--- config.mk ---
export PLATFORM = sky130hd
export DESIGN_NAME = pin_mux
export DESIGN_NICKNAME = d
export VERILOG_FILES = /design/src/hw/pin_mux_pkg.sv /design/src/hw/pin_mux.sv
export SDC_FILE = /design/constraint.sdc
export NUM_CORES = 1
export LEC_CHECK = 0
export BUFFER_PORTS_ARGS = -buffer_cell sky130_fd_sc_hd__buf_2
export CAP_MARGIN = 10
export CORE_AREA = 10 10 157 159
export CTS_CLUSTER_DIAMETER = 200
export DETAILED_ROUTE_END_ITERATION = 6
export DIE_AREA = 0 0 167 169
export GPL_ROUTABILITY_DRIVEN = 0
export PLACE_DENSITY = 0.64
export SYNTH_ARGS = -nofsm -noshare
export SYNTH_HDL_FRONTEND = slang
export SYNTH_SLANG_ARGS = --single-unit
export TNS_END_PERCENT = 10
--- constraint.sdc ---
create_clock -name pclk -period 1.72 [get_ports pclk]
set_input_delay 0.172 -clock pclk [delete_from_list [all_inputs] [get_ports pclk]]
set_output_delay 0.172 -clock pclk [all_outputs]
set_load 0.01 [all_outputs]
--- src/hw/pin_mux_pkg.sv ---
// Purpose: shared constants for the strap and pin multiplexer
// Assumes: APB byte addresses, 32-bit data, one word per register
// Notes:   straps are active only until the first edge after reset release
package pin_mux_pkg;
	localparam int unsigned ADDR_W = 14; // external address pins
	localparam int unsigned DATA_W = 24; // external data pins
	localparam int unsigned HI_W   = 8;  // upper lines reused for byte address
	localparam int unsigned LO_W   = DATA_W - HI_W;
	localparam int unsigned HOST_W = 16; // host address/data pins
	localparam int unsigned FLAG_N = 8;  // general-purpose flag pins
	localparam int unsigned STRAP_N = 3; // mode straps on flags 2:0
	localparam int unsigned STRAP_MEM = 2; // memory mode strap
	localparam int unsigned SP_N   = 4;  // serial port pins under the mux
	localparam int unsigned IRQ_N  = 6;  // external interrupt sources
	localparam int unsigned CTRL_W = 4;

	// register byte offsets
	localparam logic [7:0] OFS_CTRL = 8'h00;
	localparam logic [7:0] OFS_FDIR = 8'h04;
	localparam logic [7:0] OFS_FOUT = 8'h08;
	localparam logic [7:0] OFS_FIN  = 8'h0c;
	localparam logic [7:0] OFS_MODE = 8'h10;
	localparam logic [7:0] OFS_MASK = 8'h14;
	localparam logic [7:0] OFS_PEND = 8'h18;

	// control bits
	localparam int unsigned CTL_SP_ALT   = 0;
	localparam int unsigned CTL_CFG_EDG  = 1;
	localparam int unsigned CTL_RFS_EDG  = 2;
	localparam int unsigned CTL_TFS_EDG  = 3;
	localparam int unsigned FOUT_ALT     = 8; // serial alternate flag output bit

	// flag pins that double as interrupt requests
	localparam int unsigned PIN_EDGE_REQ = 4;
	localparam int unsigned PIN_LVL0_REQ = 5;
	localparam int unsigned PIN_LVL1_REQ = 6;
	localparam int unsigned PIN_CFG_REQ  = 7;

	// serial port pin slots
	localparam int unsigned SP_DR  = 0;
	localparam int unsigned SP_DT  = 1;
	localparam int unsigned SP_RFS = 2;
	localparam int unsigned SP_TFS = 3;

	// interrupt sources, highest priority first
	localparam int unsigned SRC_CFG     = 0;
	localparam int unsigned SRC_LVL1    = 1;
	localparam int unsigned SRC_LVL0    = 2;
	localparam int unsigned SRC_EDGE    = 3;
	localparam int unsigned SRC_TFS_ALT = 4;
	localparam int unsigned SRC_RFS_ALT = 5;
	localparam logic [ADDR_W-1:0] VEC_ADDR [IRQ_N] = '{14'h0004, 14'h0008,
		14'h000c, 14'h0018, 14'h0020, 14'h0024};

	localparam logic [ADDR_W-1:0] HOST_ADDR_OE = 14'h0001; // lowest line only
	localparam logic MEM_HOST = 1'b1;
	localparam logic [3:0] HS_IDLE = 4'hd; // strobes high, latch low

	typedef enum logic {BOOT_STRAP = 1'b0, BOOT_RUN = 1'b1} boot_t;
endpackage

--- src/hw/pin_mux.sv ---
// Purpose: reset-time memory mode, flag/interrupt pin sharing, serial pin alternates
// Assumes: pins synchronous to pclk; interrupt pins active low
// Notes:   all pin outputs are registered, one cycle behind their sources
// Operation
// - memory mode fixed from reset strap
// - strap 0: 14 address, 24 data lines
// - strap 1: host port, one address, 16 data
// - full mode byte access: upper eight carry address
// - straps sampled on first edge after reset release, then plain flags
// - bus pins fixed at reset, serial anytime
// - interrupt and flag functions active together
// - serial pins become interrupts and flags
// - unmasked asserted shared pin gives its vector
//
// Local design decisions: the register offsets and register access over APB.
`timescale 1ns/1ns
`default_nettype none
module pin_mux (
	input  wire logic               pclk,           // 250 MHz clock
	input  wire logic               presetn,        // async reset, low
	input  wire logic               psel,           // apb select
	input  wire logic               penable,        // apb access phase
	input  wire logic               pwrite,         // apb direction
	input  wire logic [7:0]         paddr,          // apb byte address
	input  wire logic [31:0]        pwdata,         // apb write data
	output logic      [31:0]        prdata,         // apb read data
	output logic                    pready,         // apb ready
	output logic                    pslverr,        // unmapped address
	input  wire logic [7:0]         gp_flag_i,      // flag pad levels
	output logic      [7:0]         gp_flag_o,      // flag drive values
	output logic      [7:0]         gp_flag_oe,     // flag drive enables
	input  wire logic [13:0]        core_addr,      // core address
	input  wire logic [23:0]        core_wdata,     // core write data
	input  wire logic               core_wr,        // core drives data
	input  wire logic               core_byte,      // byte space access
	input  wire logic [7:0]         core_byte_hi,   // byte address top
	output logic      [23:0]        core_rdata,     // data pad capture
	output logic      [13:0]        ext_addr_o,     // address pins
	output logic      [13:0]        ext_addr_oe,    // address enables
	input  wire logic [23:0]        ext_data_i,     // data pad levels
	output logic      [23:0]        ext_data_o,     // data drive
	output logic      [23:0]        ext_data_oe,    // data enables
	input  wire logic [15:0]        host_ad_i,      // host bus pads
	output logic      [15:0]        host_ad_o,      // host bus drive
	output logic      [15:0]        host_ad_oe,     // host bus enables
	input  wire logic               host_write_strobe_n, // host write
	input  wire logic               host_read_strobe_n,  // host read
	input  wire logic               host_address_latch,  // host latch
	input  wire logic               host_port_select_n,  // host select
	output logic                    host_port_acknowledge_n, // host ack
	input  wire logic [15:0]        hp_ad_o,        // engine drive
	input  wire logic [15:0]        hp_ad_oe,       // engine enables
	input  wire logic               hp_ack_n,       // engine ack
	output logic      [15:0]        hp_ad_i,        // to engine
	output logic      [3:0]         hp_strobe,      // wr_n,rd_n,al,sel_n
	input  wire logic [3:0]         sp_pin_i,       // serial pad levels
	output logic      [3:0]         sp_pin_o,       // serial drive
	output logic      [3:0]         sp_pin_oe,      // serial enables
	input  wire logic [3:0]         sport_o,        // serial port drive
	input  wire logic [3:0]         sport_oe,       // serial port enables
	output logic      [3:0]         sport_i,        // to serial port
	input  wire logic [5:0]         irq_clr,        // pending clears
	output logic                    irq_vec_req,    // vector request
	output logic      [13:0]        irq_vec_addr    // service address
);
	localparam int unsigned IN = pin_mux_pkg::IRQ_N;

	// register decode for the error answer; the read mux decodes on its own
	function automatic logic mapped(input logic [7:0] a);
		mapped = a inside {pin_mux_pkg::OFS_CTRL, pin_mux_pkg::OFS_FDIR,
			pin_mux_pkg::OFS_FOUT, pin_mux_pkg::OFS_FIN, pin_mux_pkg::OFS_MODE,
			pin_mux_pkg::OFS_MASK, pin_mux_pkg::OFS_PEND};
	endfunction

	pin_mux_pkg::boot_t st_ff, nxt_st;
	logic [2:0]  strap_ff, nxt_strap;
	logic [3:0]  ctrl_ff, nxt_ctrl;
	logic [7:0]  fdir_ff, nxt_fdir;
	logic [8:0]  fout_ff, nxt_fout;
	logic [5:0]  mask_ff, nxt_mask;
	logic [31:0] prdata_ff, nxt_prdata;
	logic [5:0]  prev_ff, nxt_prev, pend_ff, nxt_pend;
	logic        vreq_ff, nxt_vreq;
	logic [13:0] vaddr_ff, nxt_vaddr;
	logic [7:0]  fdrv_ff, nxt_fdrv, foe_ff, nxt_foe;
	logic [13:0] ao_ff, nxt_ao, aoe_ff, nxt_aoe;
	logic [23:0] do_ff, nxt_do, doe_ff, nxt_doe, di_ff, nxt_di;
	logic [15:0] ho_ff, nxt_ho, hoe_ff, nxt_hoe, hi_ff, nxt_hi;
	logic        hack_ff, nxt_hack;
	logic [3:0]  hs_ff, nxt_hs, so_ff, nxt_so, soe_ff, nxt_soe, si_ff, nxt_si;
	logic        run, host, alt;
	logic [7:0]  eff;
	logic [5:0]  act, edg, lvl_req;

	assign run  = (st_ff == pin_mux_pkg::BOOT_RUN);
	assign host = (strap_ff[pin_mux_pkg::STRAP_MEM] == pin_mux_pkg::MEM_HOST);
	assign alt  = ctrl_ff[pin_mux_pkg::CTL_SP_ALT];
	// own drive counts as assertion, so a flag output can raise its interrupt
	assign eff  = (foe_ff & fdrv_ff) | (~foe_ff & gp_flag_i);

	// interrupt side of shared pins, never gated by flag direction
	always_comb begin
		act = '0;
		act[pin_mux_pkg::SRC_CFG]  = ~eff[pin_mux_pkg::PIN_CFG_REQ];
		act[pin_mux_pkg::SRC_LVL1] = ~eff[pin_mux_pkg::PIN_LVL1_REQ];
		act[pin_mux_pkg::SRC_LVL0] = ~eff[pin_mux_pkg::PIN_LVL0_REQ];
		act[pin_mux_pkg::SRC_EDGE] = ~eff[pin_mux_pkg::PIN_EDGE_REQ];
		act[pin_mux_pkg::SRC_TFS_ALT] = alt & ~sp_pin_i[pin_mux_pkg::SP_TFS];
		act[pin_mux_pkg::SRC_RFS_ALT] = alt & ~sp_pin_i[pin_mux_pkg::SP_RFS];
		edg = '0;
		edg[pin_mux_pkg::SRC_EDGE] = 1'b1;
		edg[pin_mux_pkg::SRC_CFG] = ctrl_ff[pin_mux_pkg::CTL_CFG_EDG];
		edg[pin_mux_pkg::SRC_TFS_ALT] = ctrl_ff[pin_mux_pkg::CTL_TFS_EDG];
		edg[pin_mux_pkg::SRC_RFS_ALT] = ctrl_ff[pin_mux_pkg::CTL_RFS_EDG];
		lvl_req = (pend_ff & edg) | (act & ~edg);
	end

	// pending, priority pick and vector; a new edge beats a same-cycle clear
	always_comb begin
		nxt_prev  = act;
		nxt_pend  = (pend_ff & ~irq_clr) | (act & ~prev_ff & edg);
		nxt_vreq  = |(lvl_req & mask_ff);
		nxt_vaddr = vaddr_ff;
		for (int i = IN - 1; i >= 0; i--) begin
			if (lvl_req[i] && mask_ff[i]) begin
				nxt_vaddr = pin_mux_pkg::VEC_ADDR[i];
			end
		end
	end

	// strap capture on the first edge after release, then held
	always_comb begin
		nxt_st    = st_ff;
		nxt_strap = strap_ff;
		unique case (st_ff)
			pin_mux_pkg::BOOT_STRAP: begin
				nxt_strap = gp_flag_i[pin_mux_pkg::STRAP_N-1:0];
				nxt_st    = pin_mux_pkg::BOOT_RUN;
			end
			pin_mux_pkg::BOOT_RUN: begin
				nxt_strap = strap_ff;
			end
		endcase
	end

	// apb registers; read data taken in setup so access needs no wait
	always_comb begin
		nxt_ctrl   = ctrl_ff;
		nxt_fdir   = fdir_ff;
		nxt_fout   = fout_ff;
		nxt_mask   = mask_ff;
		nxt_prdata = prdata_ff;
		if (psel && penable && pwrite) begin
			unique case (paddr)
				pin_mux_pkg::OFS_CTRL: nxt_ctrl = pwdata[3:0];
				pin_mux_pkg::OFS_FDIR: nxt_fdir = pwdata[7:0];
				pin_mux_pkg::OFS_FOUT: nxt_fout = pwdata[8:0];
				pin_mux_pkg::OFS_MASK: nxt_mask = pwdata[5:0];
				default: ;
			endcase
		end
		if (psel && !penable && !pwrite) begin
			nxt_prdata = '0;
			unique case (paddr)
				pin_mux_pkg::OFS_CTRL: nxt_prdata[3:0] = ctrl_ff;
				pin_mux_pkg::OFS_FDIR: nxt_prdata[7:0] = fdir_ff;
				pin_mux_pkg::OFS_FOUT: nxt_prdata[8:0] = fout_ff;
				pin_mux_pkg::OFS_FIN: nxt_prdata[8:0] =
					{sp_pin_i[pin_mux_pkg::SP_DR], gp_flag_i};
				pin_mux_pkg::OFS_MODE: nxt_prdata[3:0] = {run, strap_ff};
				pin_mux_pkg::OFS_MASK: nxt_prdata[5:0] = mask_ff;
				pin_mux_pkg::OFS_PEND: nxt_prdata[5:0] = lvl_req;
				default: ;
			endcase
		end
	end

	// pin multiplexing; bus roles follow only the captured mode
	always_comb begin
		nxt_fdrv = fout_ff[7:0];
		nxt_foe  = run ? fdir_ff : '0;
		nxt_ao   = core_addr;
		nxt_aoe  = '0;
		nxt_do   = core_wdata;
		nxt_doe  = '0;
		nxt_di   = ext_data_i;
		nxt_ho   = hp_ad_o;
		nxt_hoe  = '0;
		nxt_hi   = '0;
		nxt_hack = 1'b1;
		nxt_hs   = pin_mux_pkg::HS_IDLE; // idle: strobes high, latch low
		if (run && !host) begin
			nxt_aoe = '1;
			nxt_doe = {{pin_mux_pkg::HI_W{core_wr | core_byte}},
				{pin_mux_pkg::LO_W{core_wr}}};
			if (core_byte) begin
				nxt_do[pin_mux_pkg::DATA_W-1:pin_mux_pkg::LO_W] = core_byte_hi;
			end
		end else if (run) begin
			nxt_aoe  = pin_mux_pkg::HOST_ADDR_OE;
			nxt_doe  = {{pin_mux_pkg::LO_W{core_wr}}, {pin_mux_pkg::HI_W{1'b0}}};
			nxt_di[pin_mux_pkg::HI_W-1:0] = '0;
			nxt_hoe  = hp_ad_oe;
			nxt_hi   = host_ad_i;
			nxt_hack = hp_ack_n;
			nxt_hs   = {host_write_strobe_n, host_read_strobe_n,
				host_address_latch, host_port_select_n};
		end
		// serial pins may flip at any time under software control
		if (alt) begin
			nxt_so  = '0;
			nxt_so[pin_mux_pkg::SP_DT] = fout_ff[pin_mux_pkg::FOUT_ALT];
			nxt_soe = '0;
			nxt_soe[pin_mux_pkg::SP_DT] = 1'b1;
			nxt_si  = '1; // serial port sees idle frames
		end else begin
			nxt_so  = sport_o;
			nxt_soe = sport_oe;
			nxt_si  = sp_pin_i;
		end
	end

	// state registers; async reset loads constants only
	always_ff @(posedge pclk or negedge presetn) begin
		if (!presetn) begin
			st_ff <= pin_mux_pkg::BOOT_STRAP;
			strap_ff <= '0;
			ctrl_ff <= '0;
			fdir_ff <= '0;
			fout_ff <= '0;
			mask_ff <= '0;
			prdata_ff <= '0;
			prev_ff <= '0;
			pend_ff <= '0;
			vreq_ff <= 1'b0;
			vaddr_ff <= '0;
			fdrv_ff <= '0;
			foe_ff <= '0;
			ao_ff <= '0;
			aoe_ff <= '0;
			do_ff <= '0;
			doe_ff <= '0;
			di_ff <= '0;
			ho_ff <= '0;
			hoe_ff <= '0;
			hi_ff <= '0;
			hack_ff <= 1'b1;
			hs_ff <= pin_mux_pkg::HS_IDLE;
			so_ff <= '0;
			soe_ff <= '0;
			si_ff <= '0;
		end else begin
			st_ff <= nxt_st;
			strap_ff <= nxt_strap;
			ctrl_ff <= nxt_ctrl;
			fdir_ff <= nxt_fdir;
			fout_ff <= nxt_fout;
			mask_ff <= nxt_mask;
			prdata_ff <= nxt_prdata;
			prev_ff <= nxt_prev;
			pend_ff <= nxt_pend;
			vreq_ff <= nxt_vreq;
			vaddr_ff <= nxt_vaddr;
			fdrv_ff <= nxt_fdrv;
			foe_ff <= nxt_foe;
			ao_ff <= nxt_ao;
			aoe_ff <= nxt_aoe;
			do_ff <= nxt_do;
			doe_ff <= nxt_doe;
			di_ff <= nxt_di;
			ho_ff <= nxt_ho;
			hoe_ff <= nxt_hoe;
			hi_ff <= nxt_hi;
			hack_ff <= nxt_hack;
			hs_ff <= nxt_hs;
			so_ff <= nxt_so;
			soe_ff <= nxt_soe;
			si_ff <= nxt_si;
		end
	end

	// outputs
	assign prdata = prdata_ff;
	assign pready = 1'b1; // zero wait states
	assign pslverr = psel & penable & ~mapped(paddr);
	assign gp_flag_o = fdrv_ff;
	assign gp_flag_oe = foe_ff;
	assign core_rdata = di_ff;
	assign ext_addr_o = ao_ff;
	assign ext_addr_oe = aoe_ff;
	assign ext_data_o = do_ff;
	assign ext_data_oe = doe_ff;
	assign host_ad_o = ho_ff;
	assign host_ad_oe = hoe_ff;
	assign host_port_acknowledge_n = hack_ff;
	assign hp_ad_i = hi_ff;
	assign hp_strobe = hs_ff;
	assign sp_pin_o = so_ff;
	assign sp_pin_oe = soe_ff;
	assign sport_i = si_ff;
	assign irq_vec_req = vreq_ff;
	assign irq_vec_addr = vaddr_ff;
endmodule // pin_mux
`default_nettype wire

==> impl_summary.log <==
INFO  metric report.final.slew_viol_count = 0
INFO  metric floorplan.die_area = 28200 sq um
INFO  metric place.port_buffers = 366
INFO  metric start_kind = primary input
INFO  metric switching_part_of_the_total_power = 0.232
INFO  metric crit_path_start = paddr[1]
INFO  metric cts_made_buffers = 23
INFO  metric syn_area = 7400 sq um
INFO  metric initialDrtViolationCount = 290
INFO  metric relative_area_change_from_synthesis_to_final_layout = 59.2%
INFO  metric final_critical_path_setup_slack = 0.109 ns
INFO  metric grt_pass1_wl = 40900 microns
INFO  metric mostFrequentLayoutCell = sky130_fd_sc_hd__buf_2
INFO  metric fmaxAchievable = 621 MHz
INFO  metric classification_of_the_worst_setup_path = in -> out
INFO  metric clock_tree_from_tritoncts = done
INFO  metric final_non_filler_cell_total = 1347
INFO  metric drt_wl_cell = 20.0 microns
INFO  metric power.internal = 9.02 mW
INFO  metric cts_root_buf = sky130_fd_sc_hd__clkbuf_16
INFO  metric gr_ovfl_total = 0
INFO  metric clock_skew = 0.0107 ns
INFO  metric share_of_layout_cells_above_drive_strength_1 = 0.464
INFO  metric start_util = 0.343
INFO  metric number_of_antenna_violations_at_the_first_check_in_global_routing = 3
INFO  metric most_used_flip_flop_cell_after_synthesis = sky130_fd_sc_hd__dfrtp_1
INFO  metric run_status = completed
INFO  metric post-dp-hpwl = 19700 microns
INFO  metric groute.usage.overall = 0.183
INFO  metric cts_htree_levels = 1
INFO  metric synthArstFlopShare = 1.00
INFO  metric power_frac_clock = 0.456
INFO  metric r2r-start = ctrl_ff[0]
INFO  metric p_leak = 6.27 nW
INFO  metric post-place-ws = -0.289 ns
INFO  metric vias_per_cell = 4.39
INFO  metric route.detailed.drc = 0
INFO  metric synth_warnings = 0
INFO  metric via_count_of_the_first_global_routing_pass = 6692
INFO  metric cp.arrival = 1.44 ns
INFO  metric cts_resized = 0
INFO  metric synth.lib_cells_used.distinct = 47
INFO  metric design.portCount = 426
INFO  metric worst_setup_path_end_kind = output port
INFO  metric worstHoldStart = gp_flag_i[7]
INFO  metric syn-instance-count = 531
INFO  metric clock_sink_count = 201
INFO  metric multi_input_gate_area = 1870 sq um
INFO  metric placementRows = 54
INFO  metric detail-route-antenna-nets = 0
INFO  metric worst-endpoint-required = 1.55 ns
INFO  metric hold_class = in -> reg
INFO  metric coreArea = 21600 sq um
INFO  metric total_power = 11.7 mW
INFO  metric report.final.hold_viol_count = 0
INFO  metric clock_insertion_delay_worst_skew = 0.50 ns
INFO  metric vias = 5915
INFO  metric max-cap-violations = 0
INFO  metric place.detailed.instances = 1148
INFO  metric syn_avg_cell_area = 13.9 sq um
INFO  metric number_of_enable_flip_flop_cells_after_synthesis = 0
INFO  metric switching_power = 2.72 mW
INFO  metric finalCritPeriodShare = 0.937
INFO  metric power.density = 997 nW/um^2
INFO  metric grt_start_max_net_pins = 54
INFO  metric seq_power_share = 0.428
INFO  metric chipWidth = 167 microns
INFO  metric rsz_0062_raised_after_global_routing = false
INFO  metric crit_path_max_fanout = 5
INFO  metric setup_viol_count_final = 0
INFO  metric final.hold.worst_slack = 0.0569 ns
INFO  metric cts.clk_slew.worst_paths = 0.06 ns
INFO  metric post_detailed_routing_wire_length = 26900 microns
INFO  metric fillers = 1782
INFO  metric ir_worst_vdd = 0.692 mV
INFO  metric post-cts-setup-buffers = 0
INFO  metric layout.nets = 1244
INFO  metric dr.pass1.iters = 4
INFO  metric seqCellArea = 5030 sq um
INFO  metric yosys_register_bits = 201
INFO  metric cts-hold-fix-buffers = 155
INFO  metric most-common-layout-cells = sky130_fd_sc_hd__buf_2 (365), sky130_fd_sc_hd__dfrtp_1 (197), sky130_fd_sc_hd__dlygate4sd3_1 (155)
INFO  metric power.combinational.fraction = 0.117
INFO  metric period_needed = 1.61 ns
INFO  metric cts_buffer_depth = 3
INFO  metric synth_sequential_area_ratio = 0.680
INFO  metric die_height = 169 microns
==> power by group through the flow <==
| stage | sequential, mW | clock, mW | combinational [mW] |
|---|---|---|---|
| after CTS | 5.02 | 5.47 | 1.38 |
| after global placement | 5.10 | 0 | 1.07 |
| after detailed placement | 5.11 | 0 | 1.08 |
| final | 5.02 | 5.35 | 1.37 |
| after floorplan | 5.21 | 0 | 0.409 |
| after global routing | 5.05 | 5.68 | 1.49 |
==> cell usage after synthesis, drive strengths merged, types with 2 or more instances <==
| master | n | area [sq um] |
|---|---|---|
| dfstp | 4 | 105 |
| a22oi | 3 | 22.5 |
| and2 | 19 | 119 |
| a21oi | 4 | 20.0 |
| mux2 | 40 | 450 |
| o311ai | 2 | 17.5 |
| nand3 | 5 | 30.0 |
| o211ai | 4 | 30.0 |
| nor3 | 5 | 25.0 |
| o31ai | 4 | 30.0 |
| nor2 | 7 | 26.3 |
| dfrtp | 197 | 4930 |
| nor2b | 10 | 62.6 |
| nand3b | 6 | 45.0 |
| nand2 | 18 | 67.6 |
| nor4b | 2 | 32.5 |
| inv | 10 | 37.5 |
| o41ai | 2 | 17.5 |
| a31oi | 4 | 25.0 |
| mux2i | 16 | 160 |
| buf | 68 | 508 |
| nand2b | 5 | 31.3 |
| clkbuf | 21 | 78.8 |
| conb | 2 | 7.51 |
| o21ai | 7 | 35.0 |
| or2 | 9 | 56.3 |
| and3 | 40 | 250 |
==> metrics by stage <==
step                instance area (sq um)   util  setup TNS (ns)
finish                              11800  0.546               0
CTS                                 11800  0.546               0
global route                        11800  0.546               0
floorplan                            7520      -           -1.38
global placement                     9380  0.435           -6.33
detailed placement                   9380  0.435           -6.81
==> flip-flops by register name, indices dropped and copies added (netlist names), 6 cells and up <==
| register | flops |
|---|---|
| host_ad_o | 16 |
| gp_flag_o | 8 |
| hp_ad_i | 16 |
| mask_ff | 6 |
| fout_ff | 9 |
| ext_addr_o | 14 |
| gp_flag_oe | 8 |
| host_ad_oe | 16 |
| core_rdata | 24 |
| prdata | 9 |
| ext_data_o | 24 |
| fdir_ff | 8 |
==> logic make-up after synthesis <==
| kind of cell | after synthesis | share of synthesized area |
|---|---|---|
| DFF | 201 | 0.680 |
| and+or+nand+nor | 133 | 0.111 |
| buffers and inverters | 99 | 0.0844 |
| muxes | 57 | 0.0855 |
| AOI/OAI and AO/OA | 39 | 0.0377 |
| other | 2 | 0.00101 |
==> cell type report <==
| class | instances | area share |
|---|---|---|
| sequential | 201 | 0.427 |
| antenna | 2 | 0.000425 |
| clock buffer | 30 | 0.0545 |
| multi-input combinational | 264 | 0.158 |
| timing repair buffer | 548 | 0.309 |
| tap | 280 | 0.0297 |
| inverter | 10 | 0.00319 |
| clock inverter | 12 | 0.0169 |
==> critical path, cell delays in order <==
cell,delay [ns]
sky130_fd_sc_hd__buf_2,0.10
sky130_fd_sc_hd__or4_4,0.54
sky130_fd_sc_hd__buf_4,0.16
sky130_fd_sc_hd__nor2_1,0.10
sky130_fd_sc_hd__buf_4,0.16
sky130_fd_sc_hd__a21oi_1,0.07
sky130_fd_sc_hd__buf_2,0.14
==> path summary, 6_finish.rpt <==
kind                                  to  slack (ns)  depth (start not counted)
max                              pslverr        0.11                          7
min                           prev_ff[0]        0.06                          3
max reg2reg                    prdata[4]        0.27                          4
min reg2reg                 gp_flag_o[6]        0.41                          0
max in group asynchronous   hp_strobe[2]        0.87                          3
min in group asynchronous  ext_addr_o[0]        0.16                          2
==> per-layer routing <==
metal,up-vias,share of wire,GRT usage
met5,-,0.00048,0
met4,2,0.032,0.0577
met3,48,0.085,0.0616
met2,254,0.51,0.325
met1,2873,0.37,0.202
li1,2738,-,-
(Power assumes the default switching activity.)
